===== src/core/arb_cfg_pkg.sv =====
// Shared constants for the port arbitration table and power budget header bank.
// Assumes an APB slave with a 12-bit byte address and 32-bit data on one clock.
package arb_cfg_pkg;

  // ----------------------------------------------------------------------
  // Bus and table geometry
  // ----------------------------------------------------------------------
  localparam int ADDR_W = 12;
  localparam int DATA_W = 32;
  localparam int PORT_ID_W = 4;
  localparam int PHASE_W = 5;
  localparam int PHASE_COUNT = 32;
  localparam int TABLE_W = PHASE_COUNT * PORT_ID_W;
  localparam int WORD0_LSB = 0;
  localparam int WORD1_LSB = 32;
  localparam int WORD2_LSB = 64;
  localparam int WORD3_LSB = 96;

  // ----------------------------------------------------------------------
  // Register byte addresses
  // ----------------------------------------------------------------------
  localparam logic [ADDR_W-1:0] OFF_TBL_8_15 = 12'h224;
  localparam logic [ADDR_W-1:0] OFF_TBL_16_23 = 12'h228;
  localparam logic [ADDR_W-1:0] OFF_TBL_24_31 = 12'h22C;
  localparam logic [ADDR_W-1:0] OFF_CAP_HDR = 12'h280;
  localparam logic [ADDR_W-1:0] OFF_TBL_CTRL = 12'h2F0;
  localparam logic [ADDR_W-1:0] OFF_TBL_STAT = 12'h2F4;

  // ----------------------------------------------------------------------
  // Reset values, phase N in nibble (N mod 8)
  // ----------------------------------------------------------------------
  localparam logic [DATA_W-1:0] RST_TBL_0_7 = 32'h17654321;
  localparam logic [DATA_W-1:0] RST_TBL_8_15 = 32'h21765432;
  localparam logic [DATA_W-1:0] RST_TBL_16_23 = 32'h32176543;
  localparam logic [DATA_W-1:0] RST_TBL_24_31 = 32'h43217654;
  localparam logic [DATA_W-1:0] RST_CAP_HDR = 32'h00000000;
  localparam logic [DATA_W-1:0] ZERO_WORD = 32'h00000000;

  // ----------------------------------------------------------------------
  // Capability header fields
  // ----------------------------------------------------------------------
  localparam int CAP_ID_LSB = 0;
  localparam int CAP_ID_MSB = 15;
  localparam int CAP_VER_LSB = 16;
  localparam int CAP_VER_MSB = 19;
  localparam int CAP_NEXT_LSB = 20;
  localparam int CAP_NEXT_MSB = 31;
  localparam logic [15:0] CAP_ID_POWER_BUDGET = 16'h0004;
  localparam logic [3:0] CAP_VER_ONE = 4'h1;

  // ----------------------------------------------------------------------
  // Control and status bits
  // ----------------------------------------------------------------------
  localparam int CTRL_UNLOCK_BIT = 0;
  localparam int CTRL_LOAD_BIT = 1;
  localparam int STAT_COHERENCY_BIT = 0;

  // ----------------------------------------------------------------------
  // Port identifier encoding
  // ----------------------------------------------------------------------
  localparam logic [PORT_ID_W-1:0] PORT_UPSTREAM = 4'h0;
  localparam logic [PORT_ID_W-1:0] PORT_DOWN_2 = 4'h2;
  localparam logic [PORT_ID_W-1:0] PORT_DOWN_3 = 4'h3;
  localparam logic [PORT_ID_W-1:0] EGRESS_DEFAULT = 4'h2;

  // Table load sequencer states.
  typedef enum logic [1:0] {
    load_idle,
    load_copy,
    load_done
  } load_state_t;

endpackage


===== src/core/phase_word.sv =====
// One 32-bit word of eight 4-bit phase fields with its own reset pattern.
// Assumes the write strobe is already qualified by the bus decode.
`timescale 1ns/1ns
module phase_word #(
  parameter logic [31:0] reset_value = 32'h00000000
) (
  input wire logic pclk,
  input wire logic presetn,
  input wire logic write_en,
  input wire logic [31:0] write_data,
  output logic [31:0] word_r
);

  // ----------------------------------------------------------------------
  // Storage
  // ----------------------------------------------------------------------

  // The word loads its reset pattern and takes any full-word write.
  always_ff @(posedge pclk or negedge presetn) begin
    if (!presetn) begin
      word_r <= reset_value;
    end else if (write_en) begin
      word_r <= write_data;
    end
  end

endmodule


===== src/core/phase_search.sv =====
// Combinational search for the next phase that names a serviceable port.
// Assumes the table is packed with phase N at bits 4N+3 down to 4N.
`timescale 1ns/1ns
module phase_search (
  input wire logic [arb_cfg_pkg::TABLE_W-1:0] table_bits,
  input wire logic [arb_cfg_pkg::PHASE_W-1:0] cur_phase,
  input wire logic [arb_cfg_pkg::PORT_ID_W-1:0] egress_id,
  output logic [arb_cfg_pkg::PHASE_W-1:0] next_phase,
  output logic [arb_cfg_pkg::PORT_ID_W-1:0] next_port,
  output logic found
);

  // ----------------------------------------------------------------------
  // Search
  // ----------------------------------------------------------------------

  // A port number is usable when it is encoded and is not the egress port.
  function automatic logic id_usable(input logic [arb_cfg_pkg::PORT_ID_W-1:0] id,
                                     input logic [arb_cfg_pkg::PORT_ID_W-1:0] own);
    logic known;
    known = (id == arb_cfg_pkg::PORT_UPSTREAM) || (id == arb_cfg_pkg::PORT_DOWN_2) ||
            (id == arb_cfg_pkg::PORT_DOWN_3);
    return known && (id != own);
  endfunction

  // Walk forward from the phase after the current one, wrapping at the end,
  // and stop at the first usable entry so that bad entries cost no time.
  always_comb begin
    logic [arb_cfg_pkg::PHASE_W-1:0] idx;
    logic [arb_cfg_pkg::PORT_ID_W-1:0] id;
    idx = cur_phase;
    id = arb_cfg_pkg::PORT_UPSTREAM;
    next_phase = cur_phase;
    next_port = arb_cfg_pkg::PORT_UPSTREAM;
    found = 1'b0;
    for (int i = 1; i <= arb_cfg_pkg::PHASE_COUNT; i++) begin
      idx = cur_phase + i[arb_cfg_pkg::PHASE_W-1:0];
      id = table_bits[idx*arb_cfg_pkg::PORT_ID_W +: arb_cfg_pkg::PORT_ID_W];
      if (!found && id_usable(id, egress_id)) begin
        found = 1'b1;
        next_phase = idx;
        next_port = id;
      end
    end
  end

endmodule


===== src/core/port_arb_table_and_power_budget_hdr.sv =====
// Register bank for table words two to four of the port arbitration table and
// the power budget capability header, with the egress arbiter that uses them.
// Assumes an APB master on pclk, the first table word supplied from outside on
// the same clock, and a one-cycle period tick from the link scheduler.
//
// The APB register port was left to the implementer.
`timescale 1ns/1ns

// Overview of operation
// - Word 0x224 holds phases 8-15, low first.
// - Word 0x228 holds phases 16-23, low first.
// - Word 0x22C holds phases 24-31, low first.
// - Each phase names the ingress port served.
// - Phases 8-15 reset to 2,3,4,5,6,7,1,2.
// - Phases 16-23 reset to 3,4,5,6,7,1,2,3.
// - Phases 24-31 reset to 4,5,6,7,1,2,3,4.
// - Header bits 15:0 hold structure identifier.
// - Header bits 19:16 hold structure version.
// - Header resets zero, writable only when unlocked.
// - Invalid port phases are skipped without delay.
// - Encoding 0 upstream, 2 and 3 downstream.
// - Table write sets flag; load clears it.
module port_arb_table_and_power_budget_hdr #(
  parameter logic [arb_cfg_pkg::PORT_ID_W-1:0] egress_port_id = arb_cfg_pkg::EGRESS_DEFAULT
) (
  input wire logic pclk,
  input wire logic presetn,
  input wire logic psel,
  input wire logic penable,
  input wire logic pwrite,
  input wire logic [arb_cfg_pkg::ADDR_W-1:0] paddr,
  input wire logic [arb_cfg_pkg::DATA_W-1:0] pwdata,
  output logic [arb_cfg_pkg::DATA_W-1:0] prdata,
  output logic pready,
  output logic pslverr,
  input wire logic [arb_cfg_pkg::DATA_W-1:0] table_word0,
  input wire logic table_word0_written,
  input wire logic period_tick,
  output logic [arb_cfg_pkg::PHASE_W-1:0] active_phase_r,
  output logic [arb_cfg_pkg::PORT_ID_W-1:0] granted_port_r,
  output logic grant_valid_r,
  output logic table_coherency_flag_r,
  output logic [15:0] structure_identifier_r,
  output logic [3:0] structure_version_r,
  output logic [11:0] following_structure_offset_r,
  output logic power_budget_header_r
);

  // ----------------------------------------------------------------------
  // Bus decode
  // ----------------------------------------------------------------------

  logic pready_r;
  logic pslverr_r;
  logic [arb_cfg_pkg::DATA_W-1:0] prdata_r;
  logic [arb_cfg_pkg::DATA_W-1:0] tbl_8_15;
  logic [arb_cfg_pkg::DATA_W-1:0] tbl_16_23;
  logic [arb_cfg_pkg::DATA_W-1:0] tbl_24_31;
  logic [arb_cfg_pkg::DATA_W-1:0] cap_hdr_r;
  logic lockable_write_access_r;
  logic table_load_request_r;

  // The access phase lasts two cycles; the write lands on the edge that
  // completes it, when pready is seen high.
  wire access_phase = psel && penable;
  wire access_done = access_phase && pready_r;
  wire wr_done = access_done && pwrite;
  wire sel_tbl_8_15 = (paddr == arb_cfg_pkg::OFF_TBL_8_15);
  wire sel_tbl_16_23 = (paddr == arb_cfg_pkg::OFF_TBL_16_23);
  wire sel_tbl_24_31 = (paddr == arb_cfg_pkg::OFF_TBL_24_31);
  wire sel_cap_hdr = (paddr == arb_cfg_pkg::OFF_CAP_HDR);
  wire sel_ctrl = (paddr == arb_cfg_pkg::OFF_TBL_CTRL);
  wire sel_stat = (paddr == arb_cfg_pkg::OFF_TBL_STAT);
  wire sel_any = sel_tbl_8_15 || sel_tbl_16_23 || sel_tbl_24_31 || sel_cap_hdr ||
                 sel_ctrl || sel_stat;

  // Per-register write strobes.
  wire we_tbl_8_15 = wr_done && sel_tbl_8_15;
  wire we_tbl_16_23 = wr_done && sel_tbl_16_23;
  wire we_tbl_24_31 = wr_done && sel_tbl_24_31;
  wire we_cap_hdr = wr_done && sel_cap_hdr && lockable_write_access_r;
  wire we_ctrl = wr_done && sel_ctrl;

  // Control and status words as software sees them.
  wire [arb_cfg_pkg::DATA_W-1:0] ctrl_view =
    {{(arb_cfg_pkg::DATA_W-1){1'b0}}, lockable_write_access_r};
  wire [arb_cfg_pkg::DATA_W-1:0] stat_view =
    {{(arb_cfg_pkg::DATA_W-1){1'b0}}, table_coherency_flag_r};

  // Read multiplexer; unmapped addresses read as zero.
  wire [arb_cfg_pkg::DATA_W-1:0] rd_mux =
    sel_tbl_8_15 ? tbl_8_15 :
    sel_tbl_16_23 ? tbl_16_23 :
    sel_tbl_24_31 ? tbl_24_31 :
    sel_cap_hdr ? cap_hdr_r :
    sel_ctrl ? ctrl_view :
    sel_stat ? stat_view : arb_cfg_pkg::ZERO_WORD;

  // ----------------------------------------------------------------------
  // Bus response
  // ----------------------------------------------------------------------

  // Ready rises in the second access cycle and falls after the completing
  // edge, so the read data and error flag are stable while it is high.
  always_ff @(posedge pclk or negedge presetn) begin
    if (!presetn) begin
      pready_r <= 1'b0;
      pslverr_r <= 1'b0;
      prdata_r <= arb_cfg_pkg::ZERO_WORD;
    end else begin
      pready_r <= access_phase && !pready_r;
      pslverr_r <= access_phase && !pready_r && !sel_any;
      prdata_r <= (access_phase && !pready_r && !pwrite) ? rd_mux : arb_cfg_pkg::ZERO_WORD;
    end
  end

  assign pready = pready_r;
  assign pslverr = pslverr_r;
  assign prdata = prdata_r;

  // ----------------------------------------------------------------------
  // Table words seen by software
  // ----------------------------------------------------------------------

  // Phases 8 to 15, phase 8 in the lowest nibble.
  phase_word #(
    .reset_value(arb_cfg_pkg::RST_TBL_8_15)
  ) u_word_8_15 (
    .pclk(pclk),
    .presetn(presetn),
    .write_en(we_tbl_8_15),
    .write_data(pwdata),
    .word_r(tbl_8_15)
  );

  // Phases 16 to 23, phase 16 in the lowest nibble.
  phase_word #(
    .reset_value(arb_cfg_pkg::RST_TBL_16_23)
  ) u_word_16_23 (
    .pclk(pclk),
    .presetn(presetn),
    .write_en(we_tbl_16_23),
    .write_data(pwdata),
    .word_r(tbl_16_23)
  );

  // Phases 24 to 31, phase 24 in the lowest nibble.
  phase_word #(
    .reset_value(arb_cfg_pkg::RST_TBL_24_31)
  ) u_word_24_31 (
    .pclk(pclk),
    .presetn(presetn),
    .write_en(we_tbl_24_31),
    .write_data(pwdata),
    .word_r(tbl_24_31)
  );

  // ----------------------------------------------------------------------
  // Capability header and control
  // ----------------------------------------------------------------------

  // The header is locked against ordinary writes; software opens it with the
  // unlock bit, normally only while the boot image is being applied.
  always_ff @(posedge pclk or negedge presetn) begin
    if (!presetn) begin
      cap_hdr_r <= arb_cfg_pkg::RST_CAP_HDR;
    end else if (we_cap_hdr) begin
      cap_hdr_r <= pwdata;
    end
  end

  // The unlock bit is stored; the load bit is a request pulse that reads zero.
  always_ff @(posedge pclk or negedge presetn) begin
    if (!presetn) begin
      lockable_write_access_r <= 1'b0;
      table_load_request_r <= 1'b0;
    end else begin
      if (we_ctrl) begin
        lockable_write_access_r <= pwdata[arb_cfg_pkg::CTRL_UNLOCK_BIT];
      end
      table_load_request_r <= we_ctrl && pwdata[arb_cfg_pkg::CTRL_LOAD_BIT];
    end
  end

  // Header fields mirrored onto ports, each straight from a flip-flop.
  wire [15:0] cap_id_nxt = cap_hdr_r[arb_cfg_pkg::CAP_ID_MSB:arb_cfg_pkg::CAP_ID_LSB];
  wire [3:0] cap_ver_nxt = cap_hdr_r[arb_cfg_pkg::CAP_VER_MSB:arb_cfg_pkg::CAP_VER_LSB];
  wire [11:0] cap_next_nxt = cap_hdr_r[arb_cfg_pkg::CAP_NEXT_MSB:arb_cfg_pkg::CAP_NEXT_LSB];
  wire cap_match_nxt = (cap_id_nxt == arb_cfg_pkg::CAP_ID_POWER_BUDGET) &&
                       (cap_ver_nxt == arb_cfg_pkg::CAP_VER_ONE);

  // These lag the header register by one cycle.
  always_ff @(posedge pclk or negedge presetn) begin
    if (!presetn) begin
      structure_identifier_r <= 16'h0000;
      structure_version_r <= 4'h0;
      following_structure_offset_r <= 12'h000;
      power_budget_header_r <= 1'b0;
    end else begin
      structure_identifier_r <= cap_id_nxt;
      structure_version_r <= cap_ver_nxt;
      following_structure_offset_r <= cap_next_nxt;
      power_budget_header_r <= cap_match_nxt;
    end
  end

  // ----------------------------------------------------------------------
  // Table load sequencer and coherency flag
  // ----------------------------------------------------------------------

  arb_cfg_pkg::load_state_t load_state_r;
  arb_cfg_pkg::load_state_t load_state_nxt;
  logic [arb_cfg_pkg::TABLE_W-1:0] active_table_r;

  // Any write to a table word, here or in the first word outside, makes the
  // working copy stale.
  wire table_written = we_tbl_8_15 || we_tbl_16_23 || we_tbl_24_31 || table_word0_written;
  wire load_finish = (load_state_r == arb_cfg_pkg::load_done);
  wire [arb_cfg_pkg::TABLE_W-1:0] shadow_table =
    {tbl_24_31, tbl_16_23, tbl_8_15, table_word0};
  localparam logic [arb_cfg_pkg::TABLE_W-1:0] reset_table =
    {arb_cfg_pkg::RST_TBL_24_31, arb_cfg_pkg::RST_TBL_16_23,
     arb_cfg_pkg::RST_TBL_8_15, arb_cfg_pkg::RST_TBL_0_7};

  // A request copies the software table into the working copy, then the
  // sequencer reports completion one cycle later.
  always_comb begin
    load_state_nxt = load_state_r;
    unique case (load_state_r)
      arb_cfg_pkg::load_idle: begin
        if (table_load_request_r) begin
          load_state_nxt = arb_cfg_pkg::load_copy;
        end
      end
      arb_cfg_pkg::load_copy: begin
        load_state_nxt = arb_cfg_pkg::load_done;
      end
      arb_cfg_pkg::load_done: begin
        load_state_nxt = arb_cfg_pkg::load_idle;
      end
    endcase
  end

  always_ff @(posedge pclk or negedge presetn) begin
    if (!presetn) begin
      load_state_r <= arb_cfg_pkg::load_idle;
    end else begin
      load_state_r <= load_state_nxt;
    end
  end

  // Working copy used by the arbiter; it starts equal to the reset table.
  always_ff @(posedge pclk or negedge presetn) begin
    if (!presetn) begin
      active_table_r <= reset_table;
    end else if (load_state_r == arb_cfg_pkg::load_copy) begin
      active_table_r <= shadow_table;
    end
  end

  // A write in the same cycle as the load completion keeps the flag set.
  always_ff @(posedge pclk or negedge presetn) begin
    if (!presetn) begin
      table_coherency_flag_r <= 1'b0;
    end else if (table_written) begin
      table_coherency_flag_r <= 1'b1;
    end else if (load_finish) begin
      table_coherency_flag_r <= 1'b0;
    end
  end

  // ----------------------------------------------------------------------
  // Egress arbiter
  // ----------------------------------------------------------------------

  logic [arb_cfg_pkg::PHASE_W-1:0] next_phase;
  logic [arb_cfg_pkg::PORT_ID_W-1:0] next_port;
  logic next_found;

  // Finds the next usable phase after the current one in a single cycle.
  phase_search u_search (
    .table_bits(active_table_r),
    .cur_phase(active_phase_r),
    .egress_id(egress_port_id),
    .next_phase(next_phase),
    .next_port(next_port),
    .found(next_found)
  );

  // On each period tick the arbiter moves to the next usable phase and
  // grants the port it names; with no usable entry the grant drops and the
  // phase steps by one so the walk still wraps.
  always_ff @(posedge pclk or negedge presetn) begin
    if (!presetn) begin
      active_phase_r <= {arb_cfg_pkg::PHASE_W{1'b1}};
      granted_port_r <= arb_cfg_pkg::PORT_UPSTREAM;
      grant_valid_r <= 1'b0;
    end else if (period_tick) begin
      if (next_found) begin
        active_phase_r <= next_phase;
        granted_port_r <= next_port;
        grant_valid_r <= 1'b1;
      end else begin
        active_phase_r <= active_phase_r + 5'h01;
        granted_port_r <= arb_cfg_pkg::PORT_UPSTREAM;
        grant_valid_r <= 1'b0;
      end
    end
  end

endmodule


===== config.mk =====
export PLATFORM = sky130hd
export DESIGN_NAME = port_arb_table_and_power_budget_hdr
export DESIGN_NICKNAME = d
export VERILOG_FILES = /design/src/core/arb_cfg_pkg.sv /design/src/core/phase_word.sv /design/src/core/phase_search.sv /design/src/core/port_arb_table_and_power_budget_hdr.sv
export SDC_FILE = /design/constraint.sdc
export NUM_CORES = 1
export LEC_CHECK = 0
export BUFFER_PORTS_ARGS = -buffer_cell sky130_fd_sc_hd__buf_2
export CORE_ASPECT_RATIO = 1.2
export CORE_MARGIN = 10
export CORE_UTILIZATION = 38
export DETAILED_ROUTE_END_ITERATION = 12
export HOLD_SLACK_MARGIN = 0.03
export SLEW_MARGIN = 15
export SYNTH_ARGS = -nofsm -noshare
export SYNTH_HDL_FRONTEND = slang
export SYNTH_SLANG_ARGS = --single-unit

===== constraint.sdc =====
create_clock -name pclk -period 13.5 [get_ports pclk]
set_input_delay 2.025 -clock pclk [delete_from_list [all_inputs] [get_ports pclk]]
set_output_delay 2.025 -clock pclk [all_outputs]
set_load 0.01 [all_outputs]

# Word level (Yosys, flattened, before mapping)
# Cells that the tools add are included.
dict set report totals {
  output_inout_bits 78
  register_bits 338
  word_cells 519
  inputBits 83
}
dict set report op_classes {
  addsub 31
  n_reduce_logical 218
  mux 110
  eq_ne 109
  shift 32
}
# op n
set op_table {}
lappend op_table {{128-bit by 8-bit indexed part select with 4-bit output} 32}
lappend op_table {{4-bit by 2-bit equality test with 1-bit output (second input constant)} 64}
lappend op_table {{5-bit 2-to-1 mux} 33}
lappend op_table {{32-bit 2-to-1 mux} 5}
lappend op_table {{4-bit 2-to-1 mux} 33}
lappend op_table {{4-bit zero test} 32}
lappend op_table {{4-bit by 2-bit != test with 1-bit output (second input constant)} 32}
lappend op_table {{5-bit adder (second input constant)} 16}
lappend op_table {{1-bit logical AND} 77}
lappend op_table {{12-bit by 10-bit equality test with 1-bit output (second input constant)} 6}
lappend op_table {{1-bit logical OR} 72}
lappend op_table {{5-bit by 4-bit adder with 5-bit output (second input constant)} 8}
lappend op_table {{1-bit 2-to-1 mux} 37}
lappend op_table {{1-bit zero test} 34}
lappend op_table {{32-bit by 1-bit != test with 1-bit output (second input constant)} 1}
lappend op_table {{5-bit by 3-bit adder with 5-bit output (second input constant)} 4}
lappend op_table {{16-bit by 3-bit equality test with 1-bit output (second input constant)} 1}
lappend op_table {{5-bit by 2-bit adder with 5-bit output (second input constant)} 2}
lappend op_table {{2-bit one-hot mux with 3 select lines} 1}
lappend op_table {{5-bit by 1-bit adder with 5-bit output (second input constant)} 1}
lappend op_table {{4-bit by 1-bit equality test with 1-bit output (second input constant)} 1}
lappend op_table {{2-bit != test (second input constant)} 2}
lappend op_table {{3-bit AND reduction} 1}
lappend op_table {{2-bit by 1-bit equality test with 1-bit output (second input constant)} 1}
lappend op_table {{4 further kinds} 4}

# Longest topological paths before layout
# Gate-level depths: netlist of the first run.
dict set report logic_depth {
  depth_word 102
  ltp_mapped 24
  ltp_nobuf 15
}

# Modules after synthesis
# A second synthesis of the first run with hierarchy kept.
dict set report hier_totals {
  hier_cells 2437
  hier_area_um2 27700.3
}
# module area_each_um2 cells_per_inst n_inst seq_area_each_um2
set by_module_without_submodules {}
lappend by_module_without_submodules {phase_search 14014.7 1551 1 0.0}
lappend by_module_without_submodules {port_arb_table_and_power_budget_hdr 9600.5 682 1 6128.4}
lappend by_module_without_submodules {{phase_word at u_word_24_31 ...} 1361.3 68 2 817.0}
lappend by_module_without_submodules {{phase_word at u_word_16_23} 1362.6 68 1 818.3}

# Worst setup path after synthesis of the first run
# OpenSTA, ideal clock, no wires.
dict set report synth_path {
  path_type {register to register}
  from {register active_phase_r[2] (netlist name)}
  to {register active_phase_r[3] (netlist name)}
  arrival_time_ns 5.728
  setup_ns 0.088
  n_path_buf 7
  required_time_ns 13.412
  slack_ns 7.684
  path_stages_with_launch 23
  period_less_slack_ns 5.816
  cell_sequence {dfstp_2 buf_6 buf_2 inv_1 clkbuf_1 buf_1 ha_1 buf_1 mux4_2 mux4_2 xnor2_1 nor3_1 a31oi_1 a211oi_1 or3_1 nand2b_1 buf_4 or4_4 buf_6 o32ai_2 a211o_1 o32ai_1 a221oi_2}
}
dict set report synth_between {
  elab_chain_cells 102
  elab_cells_between_ends 417
  classes_between {add/sub (31); eq/ne (98); shift (32); mux (65); reduce/logical (191)}
}
# item line_no
set synth_lines {}
lappend synth_lines {{from (decl)} port_arb_table_and_power_budget_hdr.sv:39} ;# output logic [arb_cfg_pkg::PHASE_W-1:0] active_phase_r,
lappend synth_lines {{from (signal assigned)} port_arb_table_and_power_budget_hdr.sv:295} ;# active_phase_r <= {arb_cfg_pkg::PHASE_W{1'b1}};
lappend synth_lines {{from (signal assigned)} port_arb_table_and_power_budget_hdr.sv:300} ;# active_phase_r <= next_phase;
lappend synth_lines {{from (signal assigned)} port_arb_table_and_power_budget_hdr.sv:304} ;# active_phase_r <= active_phase_r + 5'h01;
lappend synth_lines {{5-bit by 1-bit adder with 5-bit output} {phase_search.sv:37, port_arb_table_and_power_budget_hdr.sv:304}}
lappend synth_lines {{128-bit by 8-bit indexed part select with 4-bit output} phase_search.sv:38} ;# id = table_bits[idx*arb_cfg_pkg::PORT_ID_W +: arb_cfg_pkg::PORT_ID_W];
lappend synth_lines {{4-bit by 2-bit equality test with 1-bit output / 4-bit zero test (equally long branches)} phase_search.sv:21} ;# known = (id == arb_cfg_pkg::PORT_UPSTREAM) || (id == arb_cfg_pkg::PORT_DOWN_2) ||
lappend synth_lines {{1-bit logical OR (2 in a row)} phase_search.sv:21}
lappend synth_lines {{1-bit logical AND} phase_search.sv:23} ;# return known && (id != own);
lappend synth_lines {{1-bit 2-to-1 mux} phase_search.sv:39} ;# if (!found && id_usable(id, egress_id)) begin
lappend synth_lines {{1-bit zero test} phase_search.sv:39}
lappend synth_lines {{1-bit logical AND} phase_search.sv:39}
lappend synth_lines {{[... 85 more ...]} n/a}
lappend synth_lines {{1-bit zero test} phase_search.sv:39}
lappend synth_lines {{1-bit logical AND} phase_search.sv:39}
lappend synth_lines {{1-bit 2-to-1 mux} phase_search.sv:39}
lappend synth_lines {{1-bit zero test} phase_search.sv:39}
lappend synth_lines {{1-bit logical AND} phase_search.sv:39}
lappend synth_lines {{1-bit 2-to-1 mux} phase_search.sv:39}
lappend synth_lines {{32-bit by 1-bit != test with 1-bit output (no source line) / 2-bit != test (equally long branches)} n/a}
lappend synth_lines {{3-bit AND reduction (no source line)} n/a}
# Several ways; a longest one is shown, not always the timed one. The select of a mux whose other input is x is not followed.
# A chain may end at the register's enable or synchronous reset.

# Worst setup path in the final report of the first run
dict set report layout_path {
  from {register active_phase_r[0] (netlist name)}
  to {register granted_port_r[1] (netlist name)}
}
dict set report layout_between {
  elab_chain_cells 101
  elab_cells_between_ends 414
  classes_between {add/sub (31); eq/ne (96); shift (32); mux (65); reduce/logical (190)}
}
# item line_no
set layout_lines {}
lappend layout_lines {{5-bit by 1-bit adder with 5-bit output} phase_search.sv:37} ;# idx = cur_phase + i[arb_cfg_pkg::PHASE_W-1:0];
lappend layout_lines {{128-bit by 8-bit indexed part select with 4-bit output} phase_search.sv:38}
lappend layout_lines {{4-bit by 2-bit equality test with 1-bit output / 4-bit zero test (equally long branches)} phase_search.sv:21}
lappend layout_lines {{1-bit logical OR (2 in a row)} phase_search.sv:21}
lappend layout_lines {{1-bit logical AND} phase_search.sv:23}
lappend layout_lines {{1-bit 2-to-1 mux} phase_search.sv:39}
lappend layout_lines {{1-bit zero test} phase_search.sv:39}
lappend layout_lines {{1-bit logical AND} phase_search.sv:39}
lappend layout_lines {{[... 84 more ...]} n/a}
lappend layout_lines {{1-bit 2-to-1 mux} phase_search.sv:39}
lappend layout_lines {{1-bit zero test} phase_search.sv:39}
lappend layout_lines {{1-bit logical AND} phase_search.sv:39}
lappend layout_lines {{1-bit 2-to-1 mux} phase_search.sv:39}
lappend layout_lines {{1-bit zero test} phase_search.sv:39}
lappend layout_lines {{1-bit logical AND} phase_search.sv:39}
lappend layout_lines {{4-bit 2-to-1 mux / 1-bit 2-to-1 mux (equally long branches)} phase_search.sv:39}
lappend layout_lines {{4-bit 2-to-1 mux (*)} port_arb_table_and_power_budget_hdr.sv:299} ;# if (next_found) begin
lappend layout_lines {{to (signal assigned)} port_arb_table_and_power_budget_hdr.sv:296} ;# granted_port_r <= arb_cfg_pkg::PORT_UPSTREAM;
lappend layout_lines {{to (signal assigned)} port_arb_table_and_power_budget_hdr.sv:301} ;# granted_port_r <= next_port;
lappend layout_lines {{to (signal assigned)} port_arb_table_and_power_budget_hdr.sv:305} ;# granted_port_r <= arb_cfg_pkg::PORT_UPSTREAM;
lappend layout_lines {{to (decl)} port_arb_table_and_power_budget_hdr.sv:40} ;# output logic [arb_cfg_pkg::PORT_ID_W-1:0] granted_port_r,
# Mark *: on every way between the ends. The rest lies on a longest branch, timed or not.

==> run summary, run 1 <==
run status -> finished clean
CTS buffer count -> 35
Synth async-reset ratio -> 1.00
initial antenna violation count -> 5
sequential cell area fraction in the yosys report -> 0.347
Post-synth EDFFs -> 0
area grow syn2layout -> 11.5%
Die ar. -> 75700 sq um
Tot GR Track Use -> 0.248
DRC Markers -> 0
final wirelength -> 95400 um
most used routing layer -> met2
pin count of the biggest net entering global routing -> 121
clk_lat worst skew -> 580 ps
row count -> 102
reg2reg setup slack -> 5600 ps
critical path startpoint category -> register
final setup fails -> 0
clk sink count -> 338
CP peak stage delay -> 940 ps
Worst Skew -> 39.3 ps
fillers -> 6036
post-place setup slack -> 5780 ps
worst-path fanout max -> 67
WP data required -> 13910 ps
starting density of the core -> 0.384
drt initial violations -> 2602
CTS tree -> done
Avg Cell Area, Syn -> 12.0 sq um
GRT overflow -> 0
max-cap violations -> 0
met2 GRT Util -> 0.411
worst hold slack -> 404 ps
crit path DAT -> 8300 ps
slowest CP cell -> dfstp_4
clock buffer depth -> 3
commonest non-fill, non-tap cell in the layout -> mux2_2
synthesized cell area -> 24700 sq um
Slew Viols, Final -> 0
commonest non-fill, non-tap cells in the layout -> mux2_2, dfrtp_1, mux4_2, buf_2, nor2_1
share of cells above drive strength 1 -> 0.440
Final ANT Viol Nets -> 0
Routability Congestion -> 1.04
critical path class -> reg2reg
Final Cycle Share -> 0.585
Nets -> 2267
Hold Crit Class -> reg2reg
worst relative slew slack -> 0.131
Root Buffer -> clkbuf_16
Worst-path clk slew -> 70 ps
via count of the first global-routing pass -> 20321
cts hold-fix bufs -> 0
htree depth -> 2
Final HPWL DP -> 72700 um
final hold vios -> 0
Synth warnings -> 0
Initial DRT Pass Iterations -> 6
CP Cell Sequence -> inv_2 -> ha_4 -> buf_4 -> buf_4 -> nor3_1 -> a2111oi_0 -> o32ai_1 -> o21ai_0 -> o2bb2ai_1 -> nor3_1 -> and3_1 -> and3_1 -> nand4_2 -> a211o_1 -> a2111oi_2 -> a211oi_1
Netlist cell types -> 103
RSZ-0062 raised after global routing -> no
via density per instance -> 6.63
crit end category -> register
fmax -> 127 MHz
post-cts sizing count -> 0
Die X -> 253 um
ys flop type -> dfrtp_1
post-CTS setup buffer count -> 0
PnR worst setup slack -> 5600 ps
worst path bufs/invs -> 3
Worst-Margin Slew -> 1300 ps
total number of vias -> 20066
CP top delay family -> compound AO/OA/AOI/OAI gates
IO Port Bufs -> 160
Sum Neg Setup Slack -> 0 ps
Wirelength per Cell -> 31.5 um
core area -> 64400 sq um
Antenna diodes -> 0
utilization of the core after routing -> 0.428
global-route wire length before repair -> 140000 um
Die Y-Extent -> 299 um
FF+latch count, synth -> 338
Post-Synthesis Cells -> 2053
Final Critical Period -> 7900 ps
GR Util met3 -> 0.0458
Ports -> 161
syn_nets -> 2153
met1 usage -> 0.297
state kept, by name, summed over array words and instances, names as in the netlist, 2 cells and up:
| signal | flops |
|---|---|
| cap_hdr_r | 32 |
| prdata | 32 |
| u_word_24_31.word_r | 32 |
| granted_port_r | 4 |
| active_table_r | 128 |
| active_phase_r | 5 |
| structure_version_r | 4 |
| u_word_8_15.word_r | 32 |
| following_structure_offset_r | 12 |
| structure_identifier_r | 16 |
| u_word_16_23.word_r | 32 |
| load_state_r | 2 |
layout make-up:
type / count / area, sq um / area share
Multi-Input combinational cell: 1543 / 15300 / 0.556
Sequential cell: 338 / 8590 / 0.312
Tap cell: 832 / 1040 / 0.0378
Clock inverter: 18 / 253 / 0.00917
Inverter: 35 / 131 / 0.00477
Timing Repair Buffer: 214 / 1220 / 0.0441
Clock buffer: 45 / 993 / 0.0360
cell usage after synthesis (32+ instances only):
cell,n,share of area
mux2_2,293,0.13
dfrtp_1,240,0.24
mux4_2,215,0.20
nor2_1,133,0.020
nand2_1,109,0.017
dfstp_2,98,0.10
mux2i_1,96,0.039
nor3_1,75,0.015
a21oi_1,71,0.014
clkbuf_1,58,0.0088
xnor2_1,52,0.018
nand3_1,32,0.0065
through the flow:
step                      area (sq um)  cells
after global routing             27600   3025
after global placement           26300   2962
after CTS                        27600   3025
final                            27600   3025
after detailed placement         26300   2962
after floorplan                  24700   2053
routing by layer:
layer	part of all wire	vias up
met3	0.075	287
met1	0.37	10335
met4	0.067	10
met5	0.00061	-
met2	0.49	1097
li1	-	8337
worst register-to-register path: cells and delay by family, from the launching register on:
kind	cells	cell delay, ps
flops	1	940
buf+inv	3	1640
simple gates	5	2090
fa+ha+maj	1	560
compound gates	7	2490
final timing paths:
| kind | startpoint | end | cells past startpoint |
|---|---|---|---|
| max reg2reg | active_phase_r[0]$_DFFE_PN1P_ | granted_port_r[1]$_DFFE_PN0P_ | 16 |
| min in group asynchronous | presetn | pready$_DFF_PN0_ | 1 |
| min | cap_hdr_r[31]$_DFFE_PN0P_ | following_structure_offset_r[11]$_DFF_PN0_ | 0 |
| max | active_phase_r[0]$_DFFE_PN1P_ | granted_port_r[1]$_DFFE_PN0P_ | 16 |
| min reg2reg | cap_hdr_r[31]$_DFFE_PN0P_ | following_structure_offset_r[11]$_DFF_PN0_ | 0 |
| max in group asynchronous | presetn | grant_valid_r$_DFFE_PN0P_ | 2 |
cell families after synthesis:
family | count (synthesis) | synth area share
mux | 605 | 0.369
simple gates | 494 | 0.100
compound gates | 340 | 0.104
flops | 338 | 0.347
buf+inv | 172 | 0.0359
xor+xnor | 87 | 0.0352
fa+ha+maj | 17 | 0.00860
Power of run 1 is left out: the tool's default activity adds up to more than one toggle a clock period on the data nets, which glitch-free logic cannot reach.
==> inputs of run 2 (changes only) <==
==> constraint.sdc (replaced) <==
create_clock -name pclk -period 7.3 [get_ports pclk]
set_input_delay 1.095 -clock pclk [delete_from_list [all_inputs] [get_ports pclk]]
set_output_delay 1.095 -clock pclk [all_outputs]
set_load 0.01 [all_outputs]
==> run summary, run 2 (synthesis results as in run 1) <==
final wirelength -> 96900 um
most used routing layer -> met2
GRT overflow -> 0
max-cap violations -> 0
Hold Crit Class -> reg2reg
RR Endpoint -> active_phase_r[3]$_DFFE_PN1P_
Worst Skew -> 21.0 ps
fillers -> 5957
global-route wire length before repair -> 142000 um
post-CTS setup buffer count -> 0
Nets -> 2297
final hold vios -> 0
WHS Endpoint -> following_structure_offset_r[11]$_DFF_PN0_
Sum Neg Setup Slack -> 0 ps
total number of vias -> 20088
share of cells above drive strength 1 -> 0.447
reg2reg setup slack -> 630 ps
CTS tree -> done
worst relative slew slack -> 0.264
Wirelength per Cell -> 31.7 um
Final HPWL DP -> 75100 um
DRC Markers -> 0
Largest Register -> active_table_r
Hold Crit Start -> cap_hdr_r[31]$_DFFE_PN0P_
Hold Crit Depth -> 0
Initial DRT Pass Iterations -> 6
clk sink count -> 338
final setup fails -> 0
worst-path fanout max -> 107
fmax -> 150 MHz
Die X -> 253 um
Ports -> 161
critical path startpoint category -> register
Routability Congestion -> 1.01
Worst R2R Path Depth -> 14
via count of the first global-routing pass -> 20299
RSZ-0062 raised after global routing -> no
met2 GRT Util -> 0.419
cts hold-fix bufs -> 0
post-cts sizing count -> 0
Final ANT Viol Nets -> 0
reg2reg start -> active_phase_r[0]$_DFFE_PN1P_
crit path DAT -> 7140 ps
Worst-path clk slew -> 60 ps
starting density of the core -> 0.384
critical path class -> reg2reg
area grow syn2layout -> 12.3%
core area -> 64400 sq um
drt initial violations -> 2629
pin count of the biggest net entering global routing -> 177
initial antenna violation count -> 6
Root Buffer -> clkbuf_16
Worst-Margin Slew -> 1100 ps
commonest non-fill, non-tap cells in the layout -> mux2_2, dfrtp_1, mux4_2, buf_2, nor2_1
htree depth -> 2
met1 usage -> 0.299
commonest non-fill, non-tap cell in the layout -> mux2_2
crit end category -> register
clk_lat worst skew -> 560 ps
Antenna diodes -> 0
Slew Viols, Final -> 0
run status -> finished clean
Final Cycle Share -> 0.914
Die ar. -> 75700 sq um
IO Port Bufs -> 160
max reg flops -> 128
clock buffer depth -> 3
Die Y-Extent -> 299 um
Final Critical Period -> 6670 ps
row count -> 102
WP data required -> 7770 ps
via density per instance -> 6.57
GR Util met3 -> 0.0430
CTS buffer count -> 37
Tot GR Track Use -> 0.251
run 2: cell count changes in the layout (fill, tap and decap cells not counted), moves of 2 or more:
cell	delta
clkinv_2	+5
xnor2_1	+2
xnor2_4	-2
buf_12	+4
clkbuf_8	-4
buf_4	+24
clkbuf_16	+2
inv_6	+2
run 2: area by class of cell:
cell class	count	area, sq um	share of cell area
Inverter	35	131	0.00473
Clock inverter	23	231	0.00834
Sequential cell	338	8590	0.309
Multi-Input combinational cell	1543	15300	0.551
Tap cell	832	1040	0.0375
Clock buffer	44	992	0.0357
Timing Repair Buffer	242	1480	0.0532
run 2: through the flow:
step	setup WS (ps)	cells	cell area (sq um)	util	hold slack [ps]
6_report	630	3057	27800	0.431	403
2_1_floorplan	1480	2053	24700	-	369
5_1_grt	581	3057	27800	0.431	421
4_1_cts	841	3057	27800	0.431	409
3_5_place_dp	911	2990	26500	0.412	393
3_3_place_gp	773	2990	26500	0.412	386
run 2: per-layer routing:
layer  share of wire  up-vias
met5         0.00078        -
met4           0.071       12
met3           0.068      283
met2            0.48     1013
met1            0.38    10362
li1                -     8418
run 2: how the worst max path moves through the flow:
stage	from	endpoint	slack (ps)	cells past startpoint
CTS	active_phase_r[0]$_DFFE_PN1P_	active_phase_r[1]$_DFFE_PN1P_	840	14
global route	active_phase_r[1]$_DFFE_PN1P_	active_phase_r[3]$_DFFE_PN1P_	580	14
finish	active_phase_r[0]$_DFFE_PN1P_	active_phase_r[3]$_DFFE_PN1P_	630	14
detailed placement	active_phase_r[0]$_DFFE_PN1P_	active_phase_r[1]$_DFFE_PN1P_	910	14
global placement	active_phase_r[0]$_DFFE_PN1P_	active_phase_r[3]$_DFFE_PN1P_	770	14
floorplan	active_phase_r[2]$_DFFE_PN1P_	active_phase_r[3]$_DFFE_PN1P_	1480	22
run 2: critical path, stage by stage, from the launching register on:
cell	delay (ps)
dfstp_4	710
buf_12	410
a21oi_2	290
xnor2_4	440
mux4_2	550
mux2i_1	690
xor2_1	250
a2bb2oi_2	310
and3_1	350
nand3_2	460
o32ai_1	840
a211oi_1	270
o2111a_1	310
o21a_1	140
a221oi_2	260
Power of run 2 is left out for the same reason.
